==> config.mk <==
export PLATFORM = sky130hd
export DESIGN_NAME = arf_top
export DESIGN_NICKNAME = d
export VERILOG_FILES = /design/src/rtl/arf_pkg.sv /design/src/rtl/arf_seq_if.sv /design/src/rtl/arf_seq.sv /design/src/rtl/arf_top.sv
export VERILOG_INCLUDE_DIRS = /design/src /design/src/rtl
export SDC_FILE = /design/constraint.sdc
export NUM_CORES = 1
export LEC_CHECK = 0
export BUFFER_PORTS_ARGS = -buffer_cell sky130_fd_sc_hd__buf_2
export CORE_UTILIZATION = 43
export DETAILED_ROUTE_END_ITERATION = 6
export HOLD_SLACK_MARGIN = 0.12
export PLACE_DENSITY = 0.63
export SKIP_CTS_REPAIR_TIMING = 1
export SYNTH_ARGS = -nofsm -noshare
export SYNTH_HDL_FRONTEND = slang
export SYNTH_HIERARCHICAL = 1
export SYNTH_SLANG_ARGS = --single-unit
==> constraint.sdc <==
create_clock -name CLOCK -period 3.4 [get_ports CLOCK]
set_input_delay 0.68 -clock CLOCK [delete_from_list [all_inputs] [get_ports CLOCK]]
set_output_delay 0.68 -clock CLOCK [all_outputs]
set_load 0.005 [all_outputs]
==> src/rtl/arf_regs.svh <==
`ifndef ARF_REGS_SVH
`define ARF_REGS_SVH

// ****************************************************************
// Register byte addresses on the bus
// ****************************************************************
`define ARF_OFF_CTRL_A       12'h000
`define ARF_OFF_CTRL_B       12'h004
`define ARF_OFF_CTRL_C       12'h008
`define ARF_OFF_RES_HIGH     12'h00C
`define ARF_OFF_RES_LOW      12'h010

// ****************************************************************
// Field positions
// ****************************************************************
`define ARF_A_ON_BIT         0
`define ARF_A_GO_BIT         1
`define ARF_A_CHAN_LSB       2
`define ARF_B_VREF_LSB       4
`define ARF_C_CLK_LSB        0
`define ARF_C_ACQ_LSB        3
`define ARF_C_FMT_BIT        7

// ****************************************************************
// Reset values of the control registers
// ****************************************************************
`define ARF_RST_CTRL         8'h00
`define ARF_RST_CHAN         4'h0
`define ARF_RST_VREF         2'h0
`define ARF_RST_ACQ          3'h0
`define ARF_RST_CLK          3'h0
`define ARF_RST_ON           1'b0
`define ARF_RST_GO           1'b0
`define ARF_RST_FMT          1'b0

// ****************************************************************
// Acquisition lengths in converter clock periods, per code
// ****************************************************************
`define ARF_ACQ_0            5'h00
`define ARF_ACQ_1            5'h02
`define ARF_ACQ_2            5'h04
`define ARF_ACQ_3            5'h06
`define ARF_ACQ_4            5'h08
`define ARF_ACQ_5            5'h0C
`define ARF_ACQ_6            5'h10
`define ARF_ACQ_7            5'h14

// ****************************************************************
// Converter clock divider terminal counts (divisor minus one)
// ****************************************************************
`define ARF_DIV_2            6'h01
`define ARF_DIV_4            6'h03
`define ARF_DIV_8            6'h07
`define ARF_DIV_16           6'h0F
`define ARF_DIV_32           6'h1F
`define ARF_DIV_64           6'h3F
`define ARF_DIV_RC           6'h0F

// SAR start values
`define ARF_SAR_MSB          10'h200
`define ARF_SAR_ZERO         10'h000

`endif

==> src/rtl/arf_pkg.sv <==
package arf_pkg;

  // Sequencer states, one-hot
  typedef enum logic [3:0] {
    ARF_IDLE  = 4'b0001,
    ARF_ACQ   = 4'b0010,
    ARF_CONV  = 4'b0100,
    ARF_DISCH = 4'b1000
  } arf_state_t;

  typedef logic [7:0]  arf_byte_t;
  typedef logic [9:0]  arf_code_t;
  typedef logic [2:0]  arf_sel_t;

endpackage

==> src/rtl/arf_seq_if.sv <==
`timescale 1ns/100ps
// Link between the register file and the conversion sequencer
interface arf_seq_if;
  import arf_pkg::*;
  logic      run;        // Conversion requested and converter on
  arf_sel_t  acq_code;   // Acquisition length code
  arf_sel_t  clk_sel;    // Converter clock select
  logic      comp_in;    // Comparator answer for the current trial
  logic      busy;       // Sequencer not idle
  logic      done;       // One-cycle pulse, result valid
  arf_code_t result;     // Finished 10-bit result
  arf_code_t trial;      // Trial code to the DAC
  logic      hold_on;    // Hold capacitor connected to channel
  logic      discharge;  // Hold capacitor being emptied

  modport regs (output run, acq_code, clk_sel, comp_in,
                input  busy, done, result, trial, hold_on, discharge);
  modport seq  (input  run, acq_code, clk_sel, comp_in,
                output busy, done, result, trial, hold_on, discharge);
endinterface

==> src/rtl/arf_seq.sv <==
`timescale 1ns/100ps
`include "arf_regs.svh"
// Acquisition, successive approximation and discharge sequencer
module arf_seq (
  input wire logic clk,
  input wire logic arst_n,
  arf_seq_if.seq   sq
);
  import arf_pkg::*;

  // ****************************************************************
  // Helper functions
  // ****************************************************************
  function automatic logic [4:0] acq_len(input arf_sel_t code);
    case (code)
      3'h0:    acq_len = `ARF_ACQ_0;
      3'h1:    acq_len = `ARF_ACQ_1;
      3'h2:    acq_len = `ARF_ACQ_2;
      3'h3:    acq_len = `ARF_ACQ_3;
      3'h4:    acq_len = `ARF_ACQ_4;
      3'h5:    acq_len = `ARF_ACQ_5;
      3'h6:    acq_len = `ARF_ACQ_6;
      default: acq_len = `ARF_ACQ_7;
    endcase
  endfunction

  function automatic logic [5:0] div_max(input arf_sel_t sel);
    case (sel)
      3'h0:    div_max = `ARF_DIV_2;
      3'h1:    div_max = `ARF_DIV_8;
      3'h2:    div_max = `ARF_DIV_32;
      3'h4:    div_max = `ARF_DIV_4;
      3'h5:    div_max = `ARF_DIV_16;
      3'h6:    div_max = `ARF_DIV_64;
      default: div_max = `ARF_DIV_RC;
    endcase
  endfunction

  arf_state_t state_r,  state_nxt;
  logic [5:0] div_r,    div_nxt;
  logic [4:0] acq_r,    acq_nxt;
  arf_code_t  trial_r,  trial_nxt;
  arf_code_t  mask_r,   mask_nxt;
  arf_code_t  result_r, result_nxt;
  arf_code_t  kept;
  logic       done_r,   done_nxt;
  logic       hold_r,   hold_nxt;
  logic       disch_r,  disch_nxt;
  logic       tick;

  assign tick = (div_r == div_max(sq.clk_sel));
  // Bits decided so far plus the verdict on the bit under trial
  assign kept = (trial_r & ~mask_r) | (sq.comp_in ? mask_r : `ARF_SAR_ZERO);

  // ****************************************************************
  // Next state
  // ****************************************************************
  always_comb begin
    state_nxt  = state_r;
    div_nxt    = (state_r == ARF_IDLE || tick) ? 6'h00 : div_r + 6'h01;
    acq_nxt    = acq_r;
    trial_nxt  = trial_r;
    mask_nxt   = mask_r;
    result_nxt = result_r;
    done_nxt   = 1'b0;
    hold_nxt   = hold_r;
    disch_nxt  = disch_r;
    case (state_r)
      ARF_IDLE: begin
        if (sq.run) begin
          // Code zero skips straight to conversion
          if (acq_len(sq.acq_code) == 5'h00) begin
            state_nxt = ARF_CONV;
            hold_nxt  = 1'b0;
            trial_nxt = `ARF_SAR_MSB;
            mask_nxt  = `ARF_SAR_MSB;
          end else begin
            state_nxt = ARF_ACQ;
            acq_nxt   = acq_len(sq.acq_code) - 5'h01;
          end
        end
      end
      ARF_ACQ: begin
        if (!sq.run) begin
          state_nxt = ARF_IDLE;
        end else if (tick) begin
          if (acq_r == 5'h00) begin
            state_nxt = ARF_CONV;
            hold_nxt  = 1'b0;
            trial_nxt = `ARF_SAR_MSB;
            mask_nxt  = `ARF_SAR_MSB;
          end else begin
            acq_nxt = acq_r - 5'h01;
          end
        end
      end
      ARF_CONV: begin
        if (!sq.run) begin
          // Aborted: no result, reconnect at once
          state_nxt = ARF_IDLE;
          hold_nxt  = 1'b1;
        end else if (tick) begin
          if (mask_r[0]) begin
            state_nxt  = ARF_DISCH;
            result_nxt = kept;
            done_nxt   = 1'b1;
            disch_nxt  = 1'b1;
          end else begin
            mask_nxt  = mask_r >> 1;
            trial_nxt = kept | (mask_r >> 1);
          end
        end
      end
      ARF_DISCH: begin
        // Discharge lasts one converter clock, cannot be cut short
        if (tick) begin
          state_nxt = ARF_IDLE;
          disch_nxt = 1'b0;
          hold_nxt  = 1'b1;
        end
      end
      default: begin
        state_nxt = ARF_IDLE;
        hold_nxt  = 1'b1;
        disch_nxt = 1'b0;
      end
    endcase
  end

  // Registers
  always_ff @(posedge clk or negedge arst_n) begin
    if (!arst_n) begin
      state_r  <= ARF_IDLE;
      div_r    <= 6'h00;
      acq_r    <= 5'h00;
      trial_r  <= `ARF_SAR_ZERO;
      mask_r   <= `ARF_SAR_ZERO;
      result_r <= `ARF_SAR_ZERO;
      done_r   <= 1'b0;
      hold_r   <= 1'b1;
      disch_r  <= 1'b0;
    end else begin
      state_r  <= state_nxt;
      div_r    <= div_nxt;
      acq_r    <= acq_nxt;
      trial_r  <= trial_nxt;
      mask_r   <= mask_nxt;
      result_r <= result_nxt;
      done_r   <= done_nxt;
      hold_r   <= hold_nxt;
      disch_r  <= disch_nxt;
    end
  end

  assign sq.busy      = (state_r != ARF_IDLE);
  assign sq.done      = done_r;
  assign sq.result    = result_r;
  assign sq.trial     = trial_r;
  assign sq.hold_on   = hold_r;
  assign sq.discharge = disch_r;

endmodule

==> src/rtl/arf_top.sv <==
// The placing of the registers and the APB interface to the registers were left to the implementer.
`timescale 1ns/100ps
`include "arf_regs.svh"

// How it works
// - Left format: result 9..2 into high byte
// - Left format: result 1..0 into low 7..6
// - Right format: result 9..8 into high 1..0
// - Right format: result 7..0 into low byte
// - Result bytes writable, no reset value
// - Hold capacitor discharged after every completed conversion
// - Format bit one right, zero left
// - Go bit starts, hardware clears on completion
// - Acquisition code picks 0 to 20 periods
module arf_top (
  input  wire logic            CLOCK,
  input  wire logic            ARST_N,
  input  wire logic            PSEL,
  input  wire logic            PENABLE,
  input  wire logic            PWRITE,
  input  wire logic [11:0]     PADDR,
  input  wire logic [31:0]     PWDATA,
  input  wire logic [3:0]      PSTRB,
  output logic      [31:0]     PRDATA,
  output logic                 PREADY,
  output logic                 PSLVERR,
  input  wire logic            COMP_IN,
  output logic      [3:0]      CHANNEL_SEL,
  output logic      [1:0]      VREF_SEL,
  output logic                 CONV_ON,
  output logic                 HOLD_CONNECT,
  output logic                 HOLD_DISCHARGE,
  output arf_pkg::arf_code_t   DAC_CODE
);
  import arf_pkg::*;

  // Register map, byte addresses:
  //   0x000 channel, go, on
  //   0x004 reference select
  //   0x008 format, acquire, clock
  //   0x00C result high byte
  //   0x010 result low byte
  // Others: error, read zero,
  // write dropped.
  // Bits 31..8 always read zero.

  // ****************************************************************
  // Helper functions
  // ****************************************************************

  // Left:  high = 9..2, low 7..6 = 1..0
  // Right: high 1..0 = 9..8, low = 7..0
  // Unused positions hold zero
  // Place a 10-bit result into the high and low bytes
  function automatic logic [15:0] fmt_result(input logic right, input arf_code_t res);
    if (right) begin
      fmt_result = {6'h00, res[9:8], res[7:0]};
    end else begin
      fmt_result = {res[9:2], res[1:0], 6'h00};
    end
  endfunction

  // Full compare: unaligned or
  // mirrored addresses are errors
  // Register select from a byte address, one-hot, zero when unmapped
  function automatic logic [4:0] decode(input logic [11:0] addr);
    if (addr == `ARF_OFF_CTRL_A) begin
      decode = 5'h01;
    end else if (addr == `ARF_OFF_CTRL_B) begin
      decode = 5'h02;
    end else if (addr == `ARF_OFF_CTRL_C) begin
      decode = 5'h04;
    end else if (addr == `ARF_OFF_RES_HIGH) begin
      decode = 5'h08;
    end else if (addr == `ARF_OFF_RES_LOW) begin
      decode = 5'h10;
    end else begin
      decode = 5'h00;
    end
  endfunction

  // ****************************************************************
  // Declarations
  // ****************************************************************
  // Link to the conversion sequencer
  arf_seq_if sq ();

  // Control fields and result bytes
  logic       on_r,    on_nxt;
  logic       go_r,    go_nxt;
  logic [3:0] chan_r,  chan_nxt;
  logic [1:0] vref_r,  vref_nxt;
  logic       fmt_r,   fmt_nxt;
  arf_sel_t   acq_r,   acq_nxt;
  arf_sel_t   clk_r,   clk_nxt;
  arf_byte_t  res_hi_r, res_hi_nxt;
  arf_byte_t  res_lo_r, res_lo_nxt;
  // Bus answer
  logic [31:0] rdata_r, rdata_nxt;
  logic       ready_r, ready_nxt;
  logic       err_r,   err_nxt;
  // Retimed analog controls
  logic       hold_r,  disch_r;
  arf_code_t  dac_r;
  // Decode, write strobe and formatted result
  logic [4:0] sel_setup;
  logic [4:0] sel_acc;
  logic       wr_en;
  logic [15:0] fmt_new;

  // ****************************************************************
  // APB slave
  // ****************************************************************

  // One transfer as the master sees it:
  //   setup:  read word sampled
  //   access: pready, write lands
  // No wait states, so pready is
  // never high two cycles running.
  // Upper lanes are ignored.

  // Write commits on the access edge that sees pready; lane 0 only
  assign sel_setup = decode(PADDR);
  assign sel_acc   = decode(PADDR);
  assign wr_en     = PSEL & PENABLE & ready_r & PWRITE & PSTRB[0];

  // Read data captured in the setup cycle so PRDATA comes from a flop;
  // the price is one cycle of staleness against hardware updates
  always_comb begin
    ready_nxt = PSEL & ~PENABLE;
    err_nxt   = 1'b0;
    rdata_nxt = 32'h0000_0000;
    if (PSEL & ~PENABLE) begin
      err_nxt = (sel_setup == 5'h00);
      if (sel_setup[0]) begin
        rdata_nxt = {24'h00_0000, 2'h0, chan_r, go_r, on_r};
      end else if (sel_setup[1]) begin
        rdata_nxt = {24'h00_0000, 2'h0, vref_r, 4'h0};
      end else if (sel_setup[2]) begin
        rdata_nxt = {24'h00_0000, fmt_r, 1'b0, acq_r, clk_r};
      end else if (sel_setup[3]) begin
        rdata_nxt = {24'h00_0000, res_hi_r};
      end else if (sel_setup[4]) begin
        rdata_nxt = {24'h00_0000, res_lo_r};
      end
    end
  end

  // Bus answer registers
  always_ff @(posedge CLOCK or negedge ARST_N) begin
    if (!ARST_N) begin
      rdata_r <= 32'h0000_0000;
      ready_r <= 1'b0;
      err_r   <= 1'b0;
    end else begin
      rdata_r <= rdata_nxt;
      ready_r <= ready_nxt;
      err_r   <= err_nxt;
    end
  end

  // ****************************************************************
  // Control registers
  // ****************************************************************

  // Hardware touches only go; the
  // other fields change by bus write.
  // Dropping on or go mid-run aborts
  // and keeps the old result.
  // A set of go in the completion
  // cycle wins and starts a fresh
  // conversion after the discharge.

  // Hardware clears go on completion; a software set in the same cycle wins
  always_comb begin
    on_nxt   = on_r;
    go_nxt   = go_r;
    chan_nxt = chan_r;
    vref_nxt = vref_r;
    fmt_nxt  = fmt_r;
    acq_nxt  = acq_r;
    clk_nxt  = clk_r;
    if (sq.done) begin
      go_nxt = 1'b0;
    end
    if (wr_en && sel_acc[0]) begin
      on_nxt   = PWDATA[`ARF_A_ON_BIT];
      go_nxt   = PWDATA[`ARF_A_GO_BIT];
      chan_nxt = PWDATA[`ARF_A_CHAN_LSB +: 4];
    end else if (wr_en && sel_acc[1]) begin
      vref_nxt = PWDATA[`ARF_B_VREF_LSB +: 2];
    end else if (wr_en && sel_acc[2]) begin
      fmt_nxt  = PWDATA[`ARF_C_FMT_BIT];
      acq_nxt  = PWDATA[`ARF_C_ACQ_LSB +: 3];
      clk_nxt  = PWDATA[`ARF_C_CLK_LSB +: 3];
    end
  end

  // Control registers
  always_ff @(posedge CLOCK or negedge ARST_N) begin
    if (!ARST_N) begin
      on_r   <= `ARF_RST_ON;
      go_r   <= `ARF_RST_GO;
      chan_r <= `ARF_RST_CHAN;
      vref_r <= `ARF_RST_VREF;
      fmt_r  <= `ARF_RST_FMT;
      acq_r  <= `ARF_RST_ACQ;
      clk_r  <= `ARF_RST_CLK;
    end else begin
      on_r   <= on_nxt;
      go_r   <= go_nxt;
      chan_r <= chan_nxt;
      vref_r <= vref_nxt;
      fmt_r  <= fmt_nxt;
      acq_r  <= acq_nxt;
      clk_r  <= clk_nxt;
    end
  end

  // ****************************************************************
  // Result registers
  // ****************************************************************

  // Software may preload a byte,
  // but the next completion
  // overwrites both. The format bit
  // acts at load time: changing it
  // later leaves stored bits alone.

  // Completion load beats a software write landing in the same cycle
  assign fmt_new = fmt_result(fmt_r, sq.result);

  always_comb begin
    res_hi_nxt = res_hi_r;
    res_lo_nxt = res_lo_r;
    if (sq.done) begin
      res_hi_nxt = fmt_new[15:8];
      res_lo_nxt = fmt_new[7:0];
    end else if (wr_en && sel_acc[3]) begin
      res_hi_nxt = PWDATA[7:0];
    end else if (wr_en && sel_acc[4]) begin
      res_lo_nxt = PWDATA[7:0];
    end
  end

  // No reset: content is unknown until written or converted
  always_ff @(posedge CLOCK) begin
    res_hi_r <= res_hi_nxt;
    res_lo_r <= res_lo_nxt;
  end

  // ****************************************************************
  // Sequencer and analog-facing outputs
  // ****************************************************************

  // Acquisition counts converter
  // clock periods, so a slow clock
  // select stretches it in step.
  // Code zero gives no wait at all.

  // Channel changes are not policed; software owns the settling wait
  assign sq.run      = go_r & on_r;
  assign sq.acq_code = acq_r;
  assign sq.clk_sel  = clk_r;
  assign sq.comp_in  = COMP_IN;

  // Divides the system clock down
  // to the converter clock itself
  arf_seq u_seq (
    .clk    (CLOCK),
    .arst_n (ARST_N),
    .sq     (sq.seq)
  );

  // Pins lag the sequencer a cycle;
  // at /2 the comparator has one
  // cycle to answer a new code.
  // Retimed so every analog control leaves through a flop
  always_ff @(posedge CLOCK or negedge ARST_N) begin
    if (!ARST_N) begin
      hold_r  <= 1'b1;
      disch_r <= 1'b0;
      dac_r   <= `ARF_SAR_ZERO;
    end else begin
      hold_r  <= sq.hold_on;
      disch_r <= sq.discharge;
      dac_r   <= sq.trial;
    end
  end

  // ****************************************************************
  // Top-level outputs
  // ****************************************************************

  // Bus, control and analog pins
  assign PRDATA         = rdata_r;
  assign PREADY         = ready_r;
  assign PSLVERR        = err_r;
  assign CHANNEL_SEL    = chan_r;
  assign VREF_SEL       = vref_r;
  assign CONV_ON        = on_r;
  assign HOLD_CONNECT   = hold_r;
  assign HOLD_DISCHARGE = disch_r;
  assign DAC_CODE       = dac_r;

endmodule

**After elaboration in Yosys (flattened, before gate mapping)**

Cells that the tools add are included.

- Word-level logic and storage cells: 182
- Bits of input ports: 54
- Flip-flop bits (word level): 125

- Eq/ne operators: 37
- Bitwise gates (word level): 14
- Reductions and logical operators: 28
- $add $sub $neg: 3
- Mux-type cells: 75

Operators with widths:

| kind | count |
|---|---|
| 10-bit two-way mux | 12 |
| 8-bit two-way mux | 11 |
| 5-bit two-way mux | 15 |
| 10-bit case mux with 3 select lines | 2 |
| 5-bit case mux with 7 select lines | 1 |
| 4-bit two-way mux | 8 |
| 6-bit case mux with 5 select lines | 1 |
| 12-bit by 4-bit == test with 1-bit output, second input constant | 2 |
| 1-bit two-way mux | 18 |
| 2-bit by 1-bit inequality test with 1-bit output, second input constant | 9 |
| 16-bit two-way mux | 1 |
| 4-bit case mux with 4 select lines | 1 |
| 3-bit == test, second input constant | 5 |
| 5-bit logical NOT | 3 |
| 12-bit by 3-bit == test with 1-bit output, second input constant | 1 |
| 12-bit by 5-bit == test with 1-bit output, second input constant | 1 |
| 12-bit logical NOT | 1 |
| 3-bit inequality test, second input constant | 4 |
| 6-bit AND reduction | 2 |
| 10-bit bitwise AND | 1 |
| 2-bit inequality test, second input constant | 5 |
| 10-bit inverter | 1 |
| 10-bit OR | 1 |
| 10-bit by 9-bit OR with 10-bit output | 1 |
| other kinds (29) | 50 |

**Depth between registers and ports, before layout**

Gate-level depths: netlist of run 1.

- Word-level depth: 12
- Gate-level depth with buffers: 8
- Depth with buffers taken out: 7

**Modules after synthesis**

The synthesis of run 1 kept the hierarchy.

Modules (own cells, without submodules):

| module | instances | area an instance (µm²) | sequential area each (µm²) | cells an instance |
|---|---|---|---|---|
| arf_seq | 1 | 2690.1 | 1203.7 | 261 |
| arf_top | 1 | 2474.9 | 1407.6 | 212 |

**Worst setup path after synthesis of run 1**

OpenSTA, ideal clock, no wires.

- Kind: input-to-reg
- Start point: input port PADDR[10]
- End point: register chan_r[0], in the netlist CHANNEL_SEL[0]
- Setup slack: 1298 ps
- Arrival time: 1977 ps
- Data required time: 3275 ps
- Cell stages on the path: 4
- Path buffers: 0
- Library setup time: 125 ps
- Cell sequence: nor4_4 -> nand3_4 -> nor4_4 -> mux2_2

- Longest elaborated chain between the ends: 6

RTL lines:

| element | RTL line | source |
|---|---|---|
| start: declaration | arf_top.sv:21 | `input wire logic [11:0] PADDR,` |
| 12-bit by 4-bit == test with 1-bit output (no line) | -- |  |
| 5-bit two-way mux | arf_top.sv:73 | `` end else if (addr == `ARF_OFF_RES_HIGH) begin `` |
| 5-bit two-way mux | arf_top.sv:71 | `` end else if (addr == `ARF_OFF_CTRL_C) begin `` |
| 5-bit two-way mux | arf_top.sv:69 | `` end else if (addr == `ARF_OFF_CTRL_B) begin `` |
| 5-bit two-way mux (*) | arf_top.sv:67 | `` if (addr == `ARF_OFF_CTRL_A) begin `` |
| 1-bit logical AND (*) | arf_top.sv:186 | `if (wr_en && sel_acc[0]) begin` |
| end signal: assignment | arf_top.sv:204 | `` chan_r <= `ARF_RST_CHAN; `` |
| end signal: assignment | arf_top.sv:212 | `chan_r <= chan_nxt;` |
| end: declaration | arf_top.sv:91 | `logic [3:0] chan_r, chan_nxt;` |

Mark *: on every way between the ends. The rest lies on a longest branch, timed or not.
A chain may end at the register's enable or synchronous reset.

**Final worst setup path of run 1**

- Start point: register u_seq.state_r[3]
- End point: register u_seq.mask_r[0]

- Longest elaborated chain between the ends: 3

RTL lines:

| element | RTL line | source |
|---|---|---|
| start: declaration | arf_seq.sv:39 | `arf_state_t state_r, state_nxt;` |
| start signal: assignment | arf_seq.sv:143 | `state_r <= state_nxt;` |
| 4-bit by 1-bit == test with 1-bit output, or another cell as far along | arf_seq.sv:68 | `case (state_r)` |
| 2-bit by 1-bit inequality test with 1-bit output (no line), or another cell as far along | -- |  |
| 8-bit AND reduction (no line) | -- |  |
| end signal: assignment | arf_seq.sv:137 | `` mask_r <= `ARF_SAR_ZERO; `` |
| end signal: assignment | arf_seq.sv:147 | `mask_r <= mask_nxt;` |
| end: declaration | arf_seq.sv:43 | `arf_code_t mask_r, mask_nxt;` |

Several ways; a longest one is shown, not always the timed one.

==> summary.md, run 1 <==
| Metric | Value |
|---|---|
| Critical Path AT | `approximately 2.9 ns` |
| R2R cell count | `6` |
| Clk pwr share | `43.4%` |
| Failing checks | `DRC` |
| Worst EP required | `around 3.6 ns` |
| Nets | `581` |
| Yosys reg bits | `around 100` |
| Fmax | `around 370 MHz` |
| Hold Fails Final Rpt | `0` |
| Comb pwr share | `4.0%` |
| FFs w/ async S/R, synth | `84.2%` |
| Post-synthesis cell count | `between 400 and 500` |
| Clock buffer depth | `2` |
| Post-synth EDFFs | `16` |
| Gpl congestion | `between 0.7 and 0.8` |
| Combinational family with the most area after synthesis | `simple AND/OR/NAND/NOR gates` |
| Routed wire length | `10.8 mm` |
| Simple-gate share of the synthesized area | `approximately 16%` |
| Top_reg_cell synth | `dfrtp_1` |
| Setup TNS | `0 ns` |
| Critical path capture point type | `flip-flop` |
| Core area | `between 10,000 and 15,000 um^2` |
| Synth-to-layout area growth | `11.6%` |
| Register area share after synthesis | `about half` |
| Crit path max fanout | `15` |
| FF-to-FF setup slack | `roughly 0.7 ns` |
| PD cells | `approximately 410 nW/um^2` |
| CP startpoint kind | `flip-flop` |
| Die W | `between 100 and 150 um` |
| Worst VDD drop | `roughly 0.00037 V` |
| Number of global-route vias before repair | `3,575` |
| Pre-antenna DRT Iters | `7` |
| Pint | `1.84 mW` |
| GRT Util Overall | `between 10% and 20%` |
| Compound-Gate Fraction of Synth Area | `13.1%` |
| Design Area, Final | `around 5800 um^2` |
| RSZ-0062 raised after global routing | `false` |
| Post-synthesis mux area share | `11.7%` |
| Share of cells above drive strength 1 | `between 20% and 30%` |
| Final worst-path cycle share | `a little under 80%` |
| DIE HEIGHT | `~110 um` |
| Post-DP HPWL | `around 7.5 mm` |
| Outcome | `finished, violations left` |
| Register area | `between 2000 and 3000 um^2` |
| # rows | `39` |
| Worst Hold Class | `in2async` |
| Worst Skew | `between 0.009 and 0.01 ns` |
| Yosys warns | `6` |
| Synth Area in Adders | `0.484%` |
| RR Startpoint | `u_seq/state_r[3]` |
| Finish-stage setup viols | `0` |
| Die area | `around 12,000 um^2` |
| Routed WL per cell | `roughly 16 um` |
| DRT iter0 DRCs | `roughly 150` |
| CTS clk-pin slew, worst paths | `roughly 0.070 ns` |
| Fill count | `1,045` |
| CTS tree | `done` |
| Slew @ Worst Pin | `0.724 ns` |
| Post-Syn Area | `5160 um^2` |
| Num ports | `approximately 110` |
| Post-place instance area | `5460 um^2` |
| Num CTS Buffers | `9` |
| Critical path type | `reg2reg` |
| # DRC | `8` |
| First-pass GRT wire length | `around 18 mm` |
| Switching portion of total power | `21.3%` |
| Max-cap violations | `0` |
| Largest net degree at the start of global routing | `44` |
| Minimum clock period | `~2.7 ns` |
| Worst-Skew Late Latency | `0.34 ns` |
| # port buffers | `55` |
| Total gr overflow | `0` |
| Starting Density | `44.7%` |
| Clock Sinks | `~100` |
| Avg Cell Area, Syn | `10.9 um^2` |
| DR vias/cell | `5.48` |
| Post-DRT Antenna Nets | `0` |
| Leakage power | `between 2 and 3 nW` |
| Diodes inserted | `0` |
| Multi-input gate area | `about 2300 um^2` |
| Sequential share of power | `a little over half` |
| Via count | `around 3,700` |
| Slew Viols, Final | `0` |
| Net Switching | `roughly 0.5 mW` |
| Count of cell types in the netlist | `67` |
| Reg2reg end | `u_seq/mask_r[0]` |
| Post-Synth XOR/XNOR Area | `less than 1%` |
| CTS root buf | `clkbuf_16` |
| Max-Slew Margin vs Limit | `around half` |
| Antenna violations before repair | `0` |
| H-tree levels | `3` |
[critical path, cell delays in order (launching register included)]
cell and delay, ns:
dfrtp_1 0.48, or4b_4 0.66, nor4_4 0.29, o311a_4 0.32
nand2_1 0.10, a21oi_2 0.53, o21ai_1 0.15
[worst max path at each step]
stage,start,to,slack (ns)
6_report,u_seq/state_r[3],u_seq/mask_r[0],0.70
5_1_grt,u_seq/state_r[3],u_seq/mask_r[0],0.60
4_1_cts,u_seq/state_r[3],u_seq/mask_r[0],0.72
3_5_place_dp,u_seq/state_r[3],u_seq/sq.trial[0],0.74
3_3_place_gp,u_seq/state_r[3],u_seq/sq.trial[0],0.78
2_1_floorplan,PADDR[10],CHANNEL_SEL[0],1.30
[synth_stat cells (all sizes together), types with 8 or more instances]
cell / number / share of area [%]
a211oi: 10 / 1.6
a21oi: 30 / 3.1
buf: 32 / 4.8
clkbuf: 8 / 0.58
dfrtp: 82 / 40
edfxtp: 16 / 9.3
inv: 24 / 1.7
mux2: 36 / 7.8
mux2i: 20 / 3.9
nand2: 41 / 3.0
nand2b: 13 / 1.6
nand3: 11 / 1.3
nor2: 27 / 2.0
nor2b: 8 / 0.97
nor3: 13 / 1.5
o21ai: 19 / 1.8
[cells in the final DEF, fill, tap and decap left out, drive strengths merged, types with 4 or more instances in the layout]
master | Yosys | routed
edfxtp | 16 | 16
nand4 | 7 | 7
nand2 | 41 | 41
inv | 24 | 25
nand2b | 13 | 13
a22o | 4 | 4
nand3 | 11 | 11
xnor2 | 4 | 4
nor2b | 8 | 8
nor2 | 27 | 27
conb | 1 | 24
a21oi | 30 | 30
nor3 | 13 | 13
nor3b | 4 | 4
mux2i | 20 | 20
o21a | 5 | 5
a211oi | 10 | 10
a21o | 4 | 4
o21ai | 19 | 19
clkbuf | 8 | 14
dfrtp | 82 | 82
mux2 | 36 | 36
buf | 32 | 58
and2 | 4 | 4
[sequential cells by signal, summed over array words and instances (netlist names), 2 cells and up]
register	count
u_seq/sq.trial	10
VREF_SEL	2
CHANNEL_SEL	4
u_seq/mask_r	10
u_seq/state_r	4
res_lo_r	8
u_seq/sq.result	10
res_hi_r	8
u_seq/div_r	6
DAC_CODE	10
acq_r	3
u_seq/acq_r	5
PRDATA	8
clk_r	3
[stage by stage]
stage | setup slack (ns) | total power, mW | std cells | hold slack, ns | util (%)
2_1_floorplan | 1.30 | 1.31 | 496 | 0.354 | -
3_3_place_gp | 0.776 | 1.35 | 657 | 0.367 | 47.2
3_5_place_dp | 0.745 | 1.35 | 657 | 0.371 | 47.2
4_1_cts | 0.717 | 2.37 | 673 | 0.352 | 49.8
5_1_grt | 0.599 | 2.43 | 673 | 0.364 | 49.8
6_report | 0.700 | 2.34 | 673 | 0.339 | 49.8
[area by class of cell]
cell class | instances | share of cell area (%)
Tap cell | 143 | 3.11
Multi-Input combinational cell | 331 | 39.4
Clock buffer | 14 | 4.95
Timing Repair Buffer | 58 | 5.43
Inverter | 24 | 1.56
Clock inverter | 2 | 0.239
Sequential cell | 101 | 45.3
[per-layer routing]
layer / global-route usage [%] / vias to the layer above / wire (um)
met1: 24.7 / 1819 / 5120
li1: - / 1751 / -
met2: 29.3 / 112 / 5050
met5: 0 / - / 0
met3: 4.79 / 6 / 522
met4: 4.68 / 0 / 97
[power by group through the flow]
stage | sequential, mW | combinational (mW) | clock, mW
2_1_floorplan | 1.25 | 0.0590 | 0
3_3_place_gp | 1.25 | 0.0917 | 0
3_5_place_dp | 1.25 | 0.0937 | 0
4_1_cts | 1.23 | 0.0939 | 1.05
5_1_grt | 1.23 | 0.105 | 1.09
6_report | 1.23 | 0.0928 | 1.02
[kinds of logic (layout without fill, tap and decap cells)]
logic type,after synthesis,count (layout)
flip-flops,101,101
AO/OA/AOI/OAI,100,100
buffers and inverters,64,98
adder cells (fa/ha/maj),2,2
XOR/XNOR,5,5
AND/OR/NAND/NOR,144,144
multiplexers,56,56
other,1,24
No activity file was read; power rests on OpenSTA's default activity.
==> run 2, diff against run 1 <==
--- a/config.mk
+++ b/config.mk
@@ -10,7 +10,7 @@
 export CORE_UTILIZATION = 43
 export DETAILED_ROUTE_END_ITERATION = 6
 export HOLD_SLACK_MARGIN = 0.12
-export PLACE_DENSITY = 0.63
+export PLACE_DENSITY = 0.66
 export SKIP_CTS_REPAIR_TIMING = 1
 export SYNTH_ARGS = -nofsm -noshare
 export SYNTH_HDL_FRONTEND = slang
==> constraint.sdc (replaced) <==
create_clock -name CLOCK -period 2.4 [get_ports CLOCK]
set_input_delay 0.48 -clock CLOCK [delete_from_list [all_inputs] [get_ports CLOCK]]
set_output_delay 0.48 -clock CLOCK [all_outputs]
set_load 0.005 [all_outputs]
==> run 2 against run 1 <==
  * The run still ends with DRC left
  * Setup slack got worse by 0.56 ns
  * Worst hold slack better by 0.0037 ns
  * Critical path depth unchanged
  * Non-clock buffer count increased by 18
  * Sequential share of layout area decreased by 1.5 points
  * First-iteration DRC count rose by 1.4%
  * Global-route usage increased by 0.13 points
  * Flip-flop and latch count stayed put
  * Utilization is 1.7 points higher
  * Highest routed layer unchanged
  * Fmax increased by 19%
  * Via count decreased by 0.46%
==> summary.md, run 2 (synthesized netlist as in run 1, its figures left out) <==
| Metric | Value |
|---|---|
| Outcome | `finished, violations left` |
| Failing checks | `DRC` |
| Via count | `between 3,000 and 4,000` |
| Largest net degree at the start of global routing | `42` |
| Critical path type | `reg2reg` |
| Pint | `approximately 2.8 mW` |
| Final worst-path cycle share | `94.3%` |
| CTS root buf | `clkbuf_16` |
| Fill count | `~1,100` |
| Slew @ Worst Pin | `between 0.5 and 0.6 ns` |
| Number of global-route vias before repair | `around 3,600` |
| Sequential share of power | `between 50 and 60%` |
| Critical Path AT | `~2.5 ns` |
| GRT Util Overall | `18.4%` |
| Slew Viols, Final | `0` |
| Critical path capture point type | `flip-flop` |
| Commonest non-fill, non-tap cell in the layout | `dfrtp_1` |
| Net Switching | `between 0.6 and 0.7 mW` |
| H-tree levels | `3` |
| Fmax | `around 440 MHz` |
| Post-DRT Antenna Nets | `0` |
| Power, Total | `3.45 mW` |
| Worst Hold Class | `in2reg` |
| CP startpoint kind | `flip-flop` |
| Num CTS Buffers | `9` |
| Nets | `599` |
| Core area | `11,600 um^2` |
| Max-Slew Margin vs Limit | `62.7%` |
| Multi-input gate area | `roughly 2300 um^2` |
| Crit path to | `u_seq/sq.trial[1]` |
| CTS tree | `done` |
| Clock buffer depth | `2` |
| Final WS setup | `~0.14 ns` |
| RR Startpoint | `u_seq/state_r[1]` |
| Critical path startpoint | `u_seq/state_r[1]` |
| DIE HEIGHT | `around 110 um` |
| Pre-antenna DRT Iters | `7` |
| DRT iter0 DRCs | `between 100 and 150` |
| Total gr overflow | `0` |
| Synth-to-layout area growth | `15.3%` |
| Diodes inserted | `0` |
| Reg2reg end | `u_seq/sq.trial[1]` |
| Worst EP required | `~2.6 ns` |
| DP Worst Slack | `~0.13 ns` |
| Minimum clock period | `approximately 2.3 ns` |
| Worst VDD drop | `between 0.0004 and 0.0005 V` |
| Clock Sinks | `between 100 and 150` |
| Max-cap violations | `0` |
| Die W | `112 um` |
| Post-DP HPWL | `7.87 mm` |
| # DRC | `20` |
| Register area | `around 2600 um^2` |
| Worst hold start | `PENABLE` |
| FF-to-FF setup slack | `0.14 ns` |
| Starting Density | `44.7%` |
| Final cell utilization of the core | `about half` |
| Worst Skew | `approximately 0.011 ns` |
| DR vias/cell | `between 5 and 6` |
| RSZ-0062 raised after global routing | `false` |
| Clk pwr share | `around 46%` |
| Hold Fails Final Rpt | `0` |
| First-pass GRT wire length | `roughly 18 mm` |
| Worst-Skew Late Latency | `0.34 ns` |
| # rows | `39` |
| Leakage power | `around 2.7 nW` |
| PD cells | `a little under 600 nW/um^2` |
| R2R cell count | `6` |
| Gpl congestion | `about 0.87` |
| Routed WL per cell | `15.8 um` |
| CTS clk-pin slew, worst paths | `about 0.07 ns` |
| Finish-stage setup viols | `0` |
| Setup TNS | `0 ns` |
| Routed wire length | `between 10 and 15 mm` |
| Antenna violations before repair | `0` |
| Switching portion of total power | `about a fifth` |
| Num ports | `between 100 and 150` |
| Most frequent cells in the layout | `82 x dfrtp_1, 54 x buf_2, 41 x nand2_1` |
| Crit path max fanout | `7` |
| Share of cells above drive strength 1 | `~27%` |
| # port buffers | `55` |
| Die area | `between 10,000 and 15,000 um^2` |
| Comb pwr share | `under 10%` |
run 2: cell count changes in the layout (fill, tap and decap cells not counted):
cell / delta
buf_4: +15
buf_12: +2
bufinv_16: +2
clkinv_2: +2
clkbuf_1: -1
clkbuf_16: -1
clkinvlp_4: -1
dlygate4sd3_1: +1
inv_4: -1
o21ai_1: -1
o21ai_2: +1
run 2: worst min path at each step:
| stage | to | slack [ns] | depth (start not counted) |
|---|---|---|---|
| 6_report | PREADY | 0.34 | 2 |
| 5_1_grt | PREADY | 0.34 | 2 |
| 4_1_cts | CHANNEL_SEL[0] | 0.05 | 1 |
| 3_5_place_dp | HOLD_CONNECT | 0.37 | 0 |
| 3_3_place_gp | HOLD_CONNECT | 0.37 | 0 |
| 2_1_floorplan | CHANNEL_SEL[0] | 0.18 | 0 |
run 2: metal layers:
layer	track usage (%)	vias up	wire length [um]
met5	0	-	0
met4	5.68	0	140
met3	3.65	12	427
met2	30.5	85	5160
met1	24.4	1791	5220
li1	-	1783	-
run 2: cell type report:
class	count	share of cell area (%)
multi-input combinational	331	38.2
tap	143	3.00
inverter	24	1.51
clock inverter	4	1.18
sequential	101	43.8
clock buffer	12	4.31
timing repair buffer	76	7.98
run 2: worst max-delay path: stages, from the launching register on:
cell and delay [ns]:
dfrtp_1 0.49, or4b_4 0.52, nor4_4 0.26, o311a_4 0.23, nand4_2 0.27, mux2i_1 0.26
a211oi_1 0.10
run 2: per-stage QoR:
| step | hold WS, ns | cell area (um^2) | cells |
|---|---|---|---|
| 6_report | 0.342 | 5960 | 691 |
| 5_1_grt | 0.337 | 5960 | 691 |
| 4_1_cts | 0.0518 | 5940 | 690 |
| 3_5_place_dp | 0.368 | 5620 | 674 |
| 3_3_place_gp | 0.367 | 5620 | 674 |
| 2_1_floorplan | 0.184 | 5250 | 496 |
run 2: power by group through the flow:
stage	logic [mW]	registers, mW	clock network [mW]
5_1_grt	0.157	1.74	1.66
3_3_place_gp	0.136	1.78	0
4_1_cts	0.138	1.74	1.60
2_1_floorplan	0.0835	1.78	0
6_report	0.137	1.74	1.57
3_5_place_dp	0.138	1.78	0
